===== src/rtl/mvd_pkg.sv =====
// constants and types for the data-movement instruction decoder
// assumes a 16-bit operation word and a 32-bit operand path
package mvd_pkg;
  // operation word fields
  localparam int OP_TOP_HI = 15;
  localparam int OP_TOP_LO = 14;
  localparam int OP_SIZE_HI = 13;
  localparam int OP_SIZE_LO = 12;
  localparam logic [1:0] MOVE_TOP = 2'h0;
  localparam logic [3:0] QUICK_TOP = 4'hA;
  localparam logic [2:0] QUICK_MARK = 3'h5;
  // size codes of the general move
  localparam logic [1:0] SIZE_BYTE = 2'h1;
  localparam logic [1:0] SIZE_WORD = 2'h3;
  localparam logic [1:0] SIZE_LONG = 2'h2;
  localparam logic [1:0] SIZE_NONE = 2'h0;
  // addressing mode encodings
  localparam logic [2:0] MODE_DREG = 3'h0;
  localparam logic [2:0] MODE_AREG = 3'h1;
  localparam logic [2:0] MODE_IND = 3'h2;
  localparam logic [2:0] MODE_POST = 3'h3;
  localparam logic [2:0] MODE_PRE = 3'h4;
  localparam logic [2:0] MODE_D16 = 3'h5;
  localparam logic [2:0] MODE_IDX = 3'h6;
  localparam logic [2:0] MODE_EXT = 3'h7;
  localparam logic [2:0] EXT_ABS_W = 3'h0;
  localparam logic [2:0] EXT_ABS_L = 3'h1;
  localparam logic [2:0] EXT_PC_D16 = 3'h2;
  localparam logic [2:0] EXT_PC_IDX = 3'h3;
  localparam logic [2:0] EXT_IMM = 3'h4;
  // condition_code_flags bit positions
  localparam int CC_X = 4;
  localparam int CC_N = 3;
  localparam int CC_Z = 2;
  localparam int CC_V = 1;
  localparam int CC_C = 0;
  // values after reset, and the quick minus-one value
  localparam logic [31:0] DATA_RESET = 32'h0000_0000;
  localparam logic [4:0] FLAGS_RESET = 5'h00;
  localparam logic [31:0] QUICK_MINUS_ONE = 32'hFFFF_FFFF;
  // decoded instruction kinds
  typedef enum logic [1:0] {
    MVD_KIND_NONE = 2'h0,
    MVD_KIND_MOVE = 2'h1,
    MVD_KIND_ADDR = 2'h3,
    MVD_KIND_QUICK = 2'h2
  } mvd_kind_t;
endpackage


===== src/rtl/mvd_decode.sv =====
// decode and execute stage for the general move, the address-register move and the quick 3-bit move
// assumes the operand has already been fetched into srcData in the cycle opValid is high
//
// Operation
// - top bits 00 is move; size 01/11/10
// - move destination field and allowed destination modes
// - all twelve source modes accepted
// - extended sources refuse indexed or absolute destinations
// - immediate to d16 only byte/word, newest core
// - move sets N Z, clears V C
// - address move: destination mode 001, word/long
// - address move leaves flags untouched
// - address move accepts all twelve sources
// - quick move: 1010 and 101 marker bits
// - quick move writes full 32-bit value
// - quick field zero means minus one
// - quick move refuses immediate and PC destinations
// - quick move sets N Z, clears V C
`timescale 1ns/1ps
module mvd_decode
  import mvd_pkg::*;
#(
  parameter int IMM_D16_SUPPORTED = 1
)
(
  input wire logic clk,
  input wire logic srst,
  input wire logic opValid,
  input wire logic [15:0] opWord,
  input wire logic [31:0] srcData,
  input wire logic [4:0] flagsIn,
  output logic resValid,
  output mvd_kind_t resKind,
  output logic resIllegal,
  output logic [1:0] resSize,
  output logic [2:0] resDstMode,
  output logic [2:0] resDstReg,
  output logic [31:0] resData,
  output logic [4:0] resFlags,
  output logic resFlagsWrite
);
  generate
    if ((IMM_D16_SUPPORTED != 0) && (IMM_D16_SUPPORTED != 1))
    begin : g_bad_param
      $error("IMM_D16_SUPPORTED must be 0 or 1");
    end
  endgenerate

  logic [1:0] sizeCode;
  logic [2:0] dstReg;
  logic [2:0] dstMode;
  logic [2:0] srcMode;
  logic [2:0] srcReg;
  logic srcValid, srcExt, srcImm;
  logic dstValid, dstAreg, dstD16, dstHeavy, dstImm, dstPcRel;
  logic qValid, qImm, qPcRel;

  // field split of the operation word
  assign sizeCode = opWord[OP_SIZE_HI:OP_SIZE_LO];
  assign dstReg = opWord[11:9];
  assign dstMode = opWord[8:6];
  assign srcMode = opWord[5:3];
  assign srcReg = opWord[2:0];

  // classes that a field never needs are left open rather than wired to unread nets
  mvd_ea_class u_src (
    .mode(srcMode), .regNum(srcReg), .eaValid(srcValid), .eaIsAreg(), .eaIsD16(),
    .eaNeedsExt(srcExt), .eaHeavyDst(), .eaIsImm(srcImm), .eaIsPcRel()
  );
  mvd_ea_class u_dst (
    .mode(dstMode), .regNum(dstReg), .eaValid(dstValid), .eaIsAreg(dstAreg), .eaIsD16(dstD16),
    .eaNeedsExt(), .eaHeavyDst(dstHeavy), .eaIsImm(dstImm), .eaIsPcRel(dstPcRel)
  );
  // the quick move keeps its destination in the low six bits
  mvd_ea_class u_qdst (
    .mode(srcMode), .regNum(srcReg), .eaValid(qValid), .eaIsAreg(), .eaIsD16(),
    .eaNeedsExt(), .eaHeavyDst(), .eaIsImm(qImm), .eaIsPcRel(qPcRel)
  );

  // instruction recognition
  logic isMoveGroup, isAddrMove, isMove, isQuick;
  assign isMoveGroup = (opWord[OP_TOP_HI:OP_TOP_LO] == MOVE_TOP) && (sizeCode != SIZE_NONE);
  assign isAddrMove = isMoveGroup && dstAreg;
  assign isMove = isMoveGroup && !dstAreg;
  assign isQuick = (opWord[15:12] == QUICK_TOP) && (opWord[8:6] == QUICK_MARK);

  // legality checks
  logic dstBad, pairBad, immD16Bad, moveIllegal, addrIllegal, quickIllegal;
  assign dstBad = !dstValid || dstImm || dstPcRel;
  assign pairBad = srcExt && dstHeavy;
  // immediate into d16 is a newer addition; older cores refuse it at every size
  assign immD16Bad = srcImm && dstD16 && ((IMM_D16_SUPPORTED == 0) || (sizeCode == SIZE_LONG));
  assign moveIllegal = !srcValid || dstBad || pairBad || immD16Bad;
  assign addrIllegal = !srcValid || (sizeCode == SIZE_BYTE);
  assign quickIllegal = !qValid || qImm || qPcRel;

  // data path: size the moved value
  logic [31:0] moveData, addrData, quickData, nextData;
  assign moveData = (sizeCode == SIZE_BYTE) ? {24'h000000, srcData[7:0]} :
                    (sizeCode == SIZE_WORD) ? {16'h0000, srcData[15:0]} : srcData;
  assign addrData = (sizeCode == SIZE_WORD) ? {{16{srcData[15]}}, srcData[15:0]} : srcData;
  // zero in the field stands for minus one, so the value is never zero
  assign quickData = (opWord[11:9] == 3'h0) ? QUICK_MINUS_ONE : {29'h0, opWord[11:9]};

  // flags of the sized result
  logic moveNeg, moveZero;
  assign moveNeg = (sizeCode == SIZE_BYTE) ? srcData[7] : (sizeCode == SIZE_WORD) ? srcData[15] : srcData[31];
  assign moveZero = (moveData == 32'h0000_0000);

  // next state of the result stage
  mvd_kind_t kind_nxt;
  logic illegal_nxt, flagsWrite_nxt;
  logic [4:0] flags_nxt, flagsNew;
  logic [2:0] dstMode_nxt, dstReg_nxt;
  assign kind_nxt = isAddrMove ? MVD_KIND_ADDR : isMove ? MVD_KIND_MOVE :
                    isQuick ? MVD_KIND_QUICK : MVD_KIND_NONE;
  assign illegal_nxt = isAddrMove ? addrIllegal : isMove ? moveIllegal : isQuick ? quickIllegal : 1'b0;
  assign nextData = isAddrMove ? addrData : isMove ? moveData : isQuick ? quickData : DATA_RESET;
  assign flagsWrite_nxt = (isMove || isQuick) && !illegal_nxt;
  // X passes unchanged in both flag-setting forms
  assign flagsNew = isMove ? {flagsIn[CC_X], moveNeg, moveZero, 2'b00} :
                    {flagsIn[CC_X], quickData[31], 1'b0, 2'b00};
  // refused and flag-neutral instructions hand the old flags through, so no stale value is offered
  assign flags_nxt = flagsWrite_nxt ? flagsNew : flagsIn;
  assign dstMode_nxt = isQuick ? srcMode : dstMode;
  assign dstReg_nxt = isQuick ? srcReg : dstReg;

  // result stage register
  always_ff @(posedge clk)
  begin
    if (srst)
    begin
      resValid <= 1'b0;
      resKind <= MVD_KIND_NONE;
      resIllegal <= 1'b0;
      resSize <= SIZE_NONE;
      resDstMode <= 3'h0;
      resDstReg <= 3'h0;
      resData <= DATA_RESET;
      resFlags <= FLAGS_RESET;
      resFlagsWrite <= 1'b0;
    end
    else
    begin
      resValid <= opValid;
      resKind <= opValid ? kind_nxt : MVD_KIND_NONE;
      resIllegal <= opValid && illegal_nxt;
      resSize <= isQuick ? SIZE_LONG : sizeCode;
      resDstMode <= dstMode_nxt;
      resDstReg <= dstReg_nxt;
      resData <= nextData;
      resFlags <= flags_nxt;
      resFlagsWrite <= opValid && flagsWrite_nxt;
    end
  end
endmodule


===== src/rtl/mvd_ea_class.sv =====
// classifier for one effective-address field (mode and register)
// purely combinational, used on the source and the destination field
`timescale 1ns/1ps
module mvd_ea_class
  import mvd_pkg::*;
(
  input wire logic [2:0] mode,
  input wire logic [2:0] regNum,
  output logic eaValid,
  output logic eaIsAreg,
  output logic eaIsD16,
  output logic eaNeedsExt,
  output logic eaHeavyDst,
  output logic eaIsImm,
  output logic eaIsPcRel
);
  logic isExtMode;
  // mode 111 selects one of five special forms by the register field
  assign isExtMode = (mode == MODE_EXT);
  assign eaIsImm = isExtMode && (regNum == EXT_IMM);
  assign eaIsPcRel = isExtMode && ((regNum == EXT_PC_D16) || (regNum == EXT_PC_IDX));
  assign eaValid = !isExtMode || (regNum <= EXT_IMM);
  assign eaIsAreg = (mode == MODE_AREG);
  assign eaIsD16 = (mode == MODE_D16);
  // forms that carry extension words of their own
  assign eaNeedsExt = (mode == MODE_D16) || (mode == MODE_IDX) || isExtMode;
  // destinations that cannot follow an extended source
  assign eaHeavyDst = (mode == MODE_IDX) || (isExtMode && ((regNum == EXT_ABS_W) || (regNum == EXT_ABS_L)));
endmodule


===== config.mk =====
export PLATFORM = sky130hd
export DESIGN_NAME = mvd_decode
export DESIGN_NICKNAME = d
export VERILOG_FILES = /design/src/rtl/mvd_pkg.sv /design/src/rtl/mvd_decode.sv /design/src/rtl/mvd_ea_class.sv
export SDC_FILE = /design/constraint.sdc
export NUM_CORES = 1
export LEC_CHECK = 0
export ABC_CLOCK_PERIOD_IN_PS = 3200
export BUFFER_PORTS_ARGS = -buffer_cell sky130_fd_sc_hd__buf_2
export CAP_MARGIN = 40
export CORE_MARGIN = 2
export CORE_UTILIZATION = 45
export CTS_BUF_LIST = sky130_fd_sc_hd__clkbuf_8
export DETAILED_ROUTE_END_ITERATION = 12
export PLACE_DENSITY = 0.78
export SLEW_MARGIN = 10
export SYNTH_ARGS = -nofsm -noshare
export SYNTH_HDL_FRONTEND = slang
export SYNTH_SLANG_ARGS = --single-unit

===== constraint.sdc =====
create_clock -name clk -period 3.2 [get_ports clk]
set_input_delay 0.64 -clock clk [delete_from_list [all_inputs] [get_ports clk]]
set_output_delay 0.64 -clock clk [all_outputs]
set_load 0.02 [all_outputs]

# --- Yosys cells after proc, flatten, opt, wreduce, memory -nomap -nowiden ---
# Cells that the tools add are included.
word_totals:
  register_bits: 50
  inputBits: 56
  word_cells: 95
classes:
  n_lt_le_gt_ge: 2
  n_eq_ne: 18
  muxes: 20
  n_bitwise: 1
  n_reduce_logical: 44
ops:
  columns: ["operator", "count"]
  rows:
  - ["$mux W32", 7]
  - ["$logic_not A32 Y1", 1]
  - ["$eq A3 B3 Y1 const B", 8]
  - ["$logic_or A1 B1 Y1", 17]
  - ["$logic_and A1 B1 Y1", 15]
  - ["$eq A3 B2 Y1 const B", 4]
  - ["$mux W2", 4]
  - ["$mux W4", 2]
  - ["$eq A3 B1 Y1 const B", 2]
  - ["$le A3 B3 Y1 const B", 2]
  - ["$logic_not A1 Y1", 6]
  - ["$mux W3", 2]
  - ["$mux W1", 5]
  - ["$eq A2 B2 Y1 const B", 2]
  - ["$eq A4 B4 Y1 const B", 1]
  - ["$reduce_or A2 Y1", 2]
  - ["$logic_not A3 Y1", 1]
  - ["$eq A2 B1 Y1 const B", 1]
  - ["$logic_not A2 Y1", 1]
  - ["$reduce_bool A2 Y1", 1]
  - ["$not A1 Y1", 1]

# --- Depth between registers and ports, before layout ---
logic_depth:
  word_depth: 14
  depth_mapped: 8
  mapped_depth_nobuf: 5

# --- Hierarchy ---
# From an unflattened synthesis, not the netlist that was laid out.
hier_totals:
  hier_cells: 213
  area_unflattened_um2: 2078.2
modules_own_cells:
  columns: ["mod", "instances", "cells_each", "area_per_inst_um2", "seq_area_each_um2"]
  rows:
  - ["mvd_decode", 1, 183, 1856.8, 1001.0]
  - ["mvd_ea_class", 3, 10, 73.8, 0.0]

# --- Worst setup path after synthesis ---
# No wires, ideal clock.
synth_timing:
  path_kind: "input port to flip-flop"
  from: "in opWord[12]"
  to: "reg resData[22]"
  t_arrival_ns: 1.901
  setup_slack_ns: 1.242
  stages: 7
  path_buffers: 2
  path_cell_list: "buf_2 > nor2_2 > nor3_1 > nand3_1 > a21oi_2 > buf_4 > a21o_1"
synth_via:
  elab_chain_len: 5
  elab_cells_between_ends: 14
synth_lines:
  columns: ["item", "line_no", "text"]
  rows:
  - ["from (decl)", "mvd_decode.sv:29", "input wire logic [15:0] opWord,"]
  - ["$eq A4 B4 Y1, or another cell as far along", "mvd_decode.sv:85", "assign isQuick = (opWord[15:12] == QUICK_TOP) && (opWord[8:6] == QUICK_MARK);"]
  - ["$logic_and A1 B1 Y1, or another cell as far along", "mvd_decode.sv:85", null]
  - ["$mux W32, or another cell as far along", "mvd_decode.sv:118", "assign nextData = isAddrMove ? addrData : isMove ? moveData : isQuick ? quickData : DATA_RESET;"]
  - ["$mux W32", "mvd_decode.sv:118", null]
  - ["$mux W32 *", "mvd_decode.sv:118", null]
  - ["to (signal assigned)", "mvd_decode.sv:151", "resData <= nextData;"]
  - ["to (decl)", "mvd_decode.sv:38", "output logic [31:0] resData,"]
# Mark *: on every way between the ends. The rest lies on a longest branch, timed or not.
# A chain may end at the register's enable or synchronous reset.

# --- Worst setup path in the final report ---
layout_timing:
  from: "in opWord[14]"
  to: "reg resData[13]"
layout_via:
  elab_chain_len: 5
  elab_cells_between_ends: 9
layout_lines:
  columns: ["item", "line_no"]
  rows:
  - ["$eq A4 B4 Y1 or $logic_not A2 Y1 (tied branches)", "mvd_decode.sv:85, mvd_decode.sv:82"]
  - ["$logic_and A1 B1 Y1, on equally long branches", "mvd_decode.sv:85, mvd_decode.sv:82"]
  - ["$mux W32 or $logic_and A1 B1 Y1 (tied branches)", "mvd_decode.sv:118, mvd_decode.sv:84"]
  - ["$mux W32", "mvd_decode.sv:118"]
  - ["$mux W32 *", "mvd_decode.sv:118"]
# Marks and branches as above.

==> metrics.md <==
| Metric | Value |
|---|---|
| Core area | 0.00403 sq mm |
| Worst Hold Depth | 2 |
| Initial core utilization | 0.472 |
| Aggregate negative setup slack | 0 ns |
| Via-per-instance ratio | 5.11 |
| Post-DRT Antenna Nets | 0 |
| FFs w/ async S/R, synth | 0 |
| H-tree depth | 2 |
| Post-Syn Area | 0.00190 sq mm |
| Post-CTS Setup Bufs | 0 |
| CTS sink count | 50 |
| Area growth, synth to finish | 36.5% |
| CTS clk-pin slew, worst paths | 0.09 ns |
| Syn_area_per_cell | 10.2 sq um |
| Last element of the critical path | resData[13]$_SDFF_PP0_ |
| Largest net degree at the start of global routing | 24 |
| Clock root cell | clkbuf_8 |
| Synthesized Nets | 243 |
| Worst Path Max Fanout | 13 |
| Slew HR | 0.660 |
| Yosys cell types | 40 |
| Hpwl dp | 3.54 mm |
| Seq/Total Area, Yosys | 0.527 |
| Arr. time, crit path | 2.64 ns |
| Vias in the first global route | 1620 |
| Gate Count Post-Synth | 187 |
| Worst Tran Pin Value | 0.511 ns |
| Sequential share of power | 0.484 |
| DR DRC count | 0 |
| Final wirelength | 4.61 mm |
| Main synth FF type | dfxtp_1 |
| Total grt overflow | 0 |
| Layout cells sized above 1 | 0.422 |
| Switching power | 0.000297 W |
| Port-buffer cells | 105 |
| Fin cells | 344 |
| Pleak | 1.44 nW |
| Status | completed |
| Internal power | 0.00104 W |
| Leading area contributor after synthesis | dfxtp_1 |
| Ranking of synthesized cells by area | dfxtp_1 (53%), a21o_1 (9.9%), a21oi_1 (2.9%), nor2_1 (2.8%), mux2i_1 (2.6%) |
| Reg area | 0.00100 sq mm |
| Die ar. | 0.00476 sq mm |
| Multi-input logic area | 826 sq um |
| Via count | 1757 |
| PD cells | 514 mW/mm^2 |
| CTS Buf Count | 5 |
| Peak VDD IR | 0.390 mV |
| Placer Congestion | 0.848 |
| WS Path Type | input pin to register |
| Yosys top cell area share | 0.527 |
| # fillers | 345 |
| IO Count | 106 |
| CP Launch Point | opWord[14] |
| CP required | 3.45 ns |
| Row count | 23 |
| Fmax achieved | 0.418 GHz |
| Initial antenna violation count | 0 |
| Ys Warns | 0 |
| Slowest-stage cell, CP | a221oi_4 |
| Global-route wire length before repair | 7.04 mm |
| Fin crit period | 2.39 ns |
| Drt first pass iters | 4 |
| Die width | 69.0 um |
| Post-CTS Hold Buffers | 0 |
| Clock Power Share | 0.401 |
| RSZ-0062 raised after global routing | no |
| Dpl cells | 336 |
| Fin. Hold Viols | 0 |
| Max clock buf depth | 2 |
| Sw Share | 0.222 |
| Flops & latches, synth | 50 |
| Layout Nets | 349 |
| EDFF count, synth | 0 |
| Finish-stage setup viols | 0 |
| Max-slew violation count | 0 |
| Reported max-cap violation count | 0 |
| Post-layout util | 0.644 |
| Final cycle utilization of the critical path | 0.748 |
| Initial DRC Count | 87 |
| WL/cell | 13.4 um |
| Worst path max stage delay | 0.53 ns |
| Crit end category | register |
| Worst path cell trace | buf_2 > and4bb_1 > and3_1 > nand2b_1 > a221oi_4 > a21o_1 |
| Startpoint Class | input pin |
| Ant. Diodes | 0 |
| Die Y-Extent | 69.0 um |
| CTS tree | built |
| Hold Crit Class | input pin to register |
| Comb pwr share | 0.115 |
| Gates resized, CTS repair | 0 |
| GR Util All Layers | 0.199 |
==> kinds of logic after synthesis <==
kind of cell	count (synthesis)	share of synthesized area
and+or+nand+nor	64	0.193
buffers and inverters	13	0.0388
muxes	5	0.0263
AOI/OAI and AO/OA	55	0.215
DFF	50	0.527
==> synthesized netlist by cell type, types with 2 or more instances <==
library cell / n
a21o_1: 25
a21oi_1: 11
and3_1: 7
buf_2: 2
buf_4: 2
buf_6: 2
clkbuf_1: 3
dfxtp_1: 50
inv_1: 4
mux2i_1: 5
nand2_1: 13
nand2b_1: 2
nand4_1: 3
nor2_1: 14
nor2b_1: 4
nor3_1: 3
nor4_1: 6
o2111ai_1: 2
o211ai_1: 2
o21ai_0: 6
or3_1: 2
==> layer usage <==
layer	vias to the layer above	routed length [um]	share of wire	global-route usage
met5	-	0	0	0
met4	0	31	0.0067	0.0515
met3	4	554	0.12	0.0828
met2	82	2190	0.48	0.327
met1	792	1830	0.40	0.241
li1	879	-	-	-
==> critical path: cells and delay by family <==
kind            cells  cell delay, ns
compound gates      2            0.70
buf+inv             1            0.13
simple gates        3            1.16
==> flip-flops by register name (all words and copies together) (netlist names) <==
signal,flops
resData,32
resDstMode,3
resDstReg,3
resFlags,5
resFlagsWrite,1
resIllegal,1
resKind,2
resSize,2
resValid,1
==> through the flow <==
stage	hold WS, ns	power [W]	instance area, sq um	setup slack (ns)
floorplan	0.750	0.000739	1900	1.24
global placement	0.850	0.000813	2450	0.554
detailed placement	0.854	0.000814	2450	0.483
CTS	0.540	0.00135	2590	0.796
global route	0.534	0.00139	2590	0.616
finish	0.547	0.00134	2590	0.806
==> power groups by stage <==
stage,logic (W),clock network (W),registers [W]
floorplan,0.0000520,0,0.000688
global placement,0.000152,0,0.000661
detailed placement,0.000153,0,0.000661
CTS,0.000154,0.000546,0.000646
global route,0.000169,0.000569,0.000649
finish,0.000153,0.000536,0.000646
==> layout by cell type, fill, tap and decap left out, types with 5 or more instances in the layout <==
master    instances
buf_2           105
a21o_1           25
nand2_1          13
and3_1            7
o21ai_0           6
nor4_1            6
a21oi_1          11
mux2i_1           5
clkbuf_8          6
dfxtp_1          50
nor2_1           14
==> worst min-delay path by stage <==
stage	startpoint	to	slack [ns]
4_1_cts	srcData[9]	resData[9]$_SDFF_PP0_	0.54
6_report	srcData[23]	resData[23]$_SDFF_PP0_	0.55
3_5_place_dp	srcData[19]	resData[19]$_SDFF_PP0_	0.85
2_1_floorplan	srcData[22]	resData[22]$_SDFF_PP0_	0.75
3_3_place_gp	srcData[23]	resData[23]$_SDFF_PP0_	0.85
5_1_grt	srcData[21]	resData[21]$_SDFF_PP0_	0.53
==> layout make-up <==
| type | instances | share of cell area |
|---|---|---|
| sequential | 50 | 0.386 |
| tap | 50 | 0.0241 |
| timing repair buffer | 108 | 0.211 |
| clock buffer | 6 | 0.0318 |
| clock inverter | 2 | 0.0231 |
| inverter | 4 | 0.00579 |
| multi-input combinational | 124 | 0.318 |
Note: power is estimated with default switching activity, not from simulation.
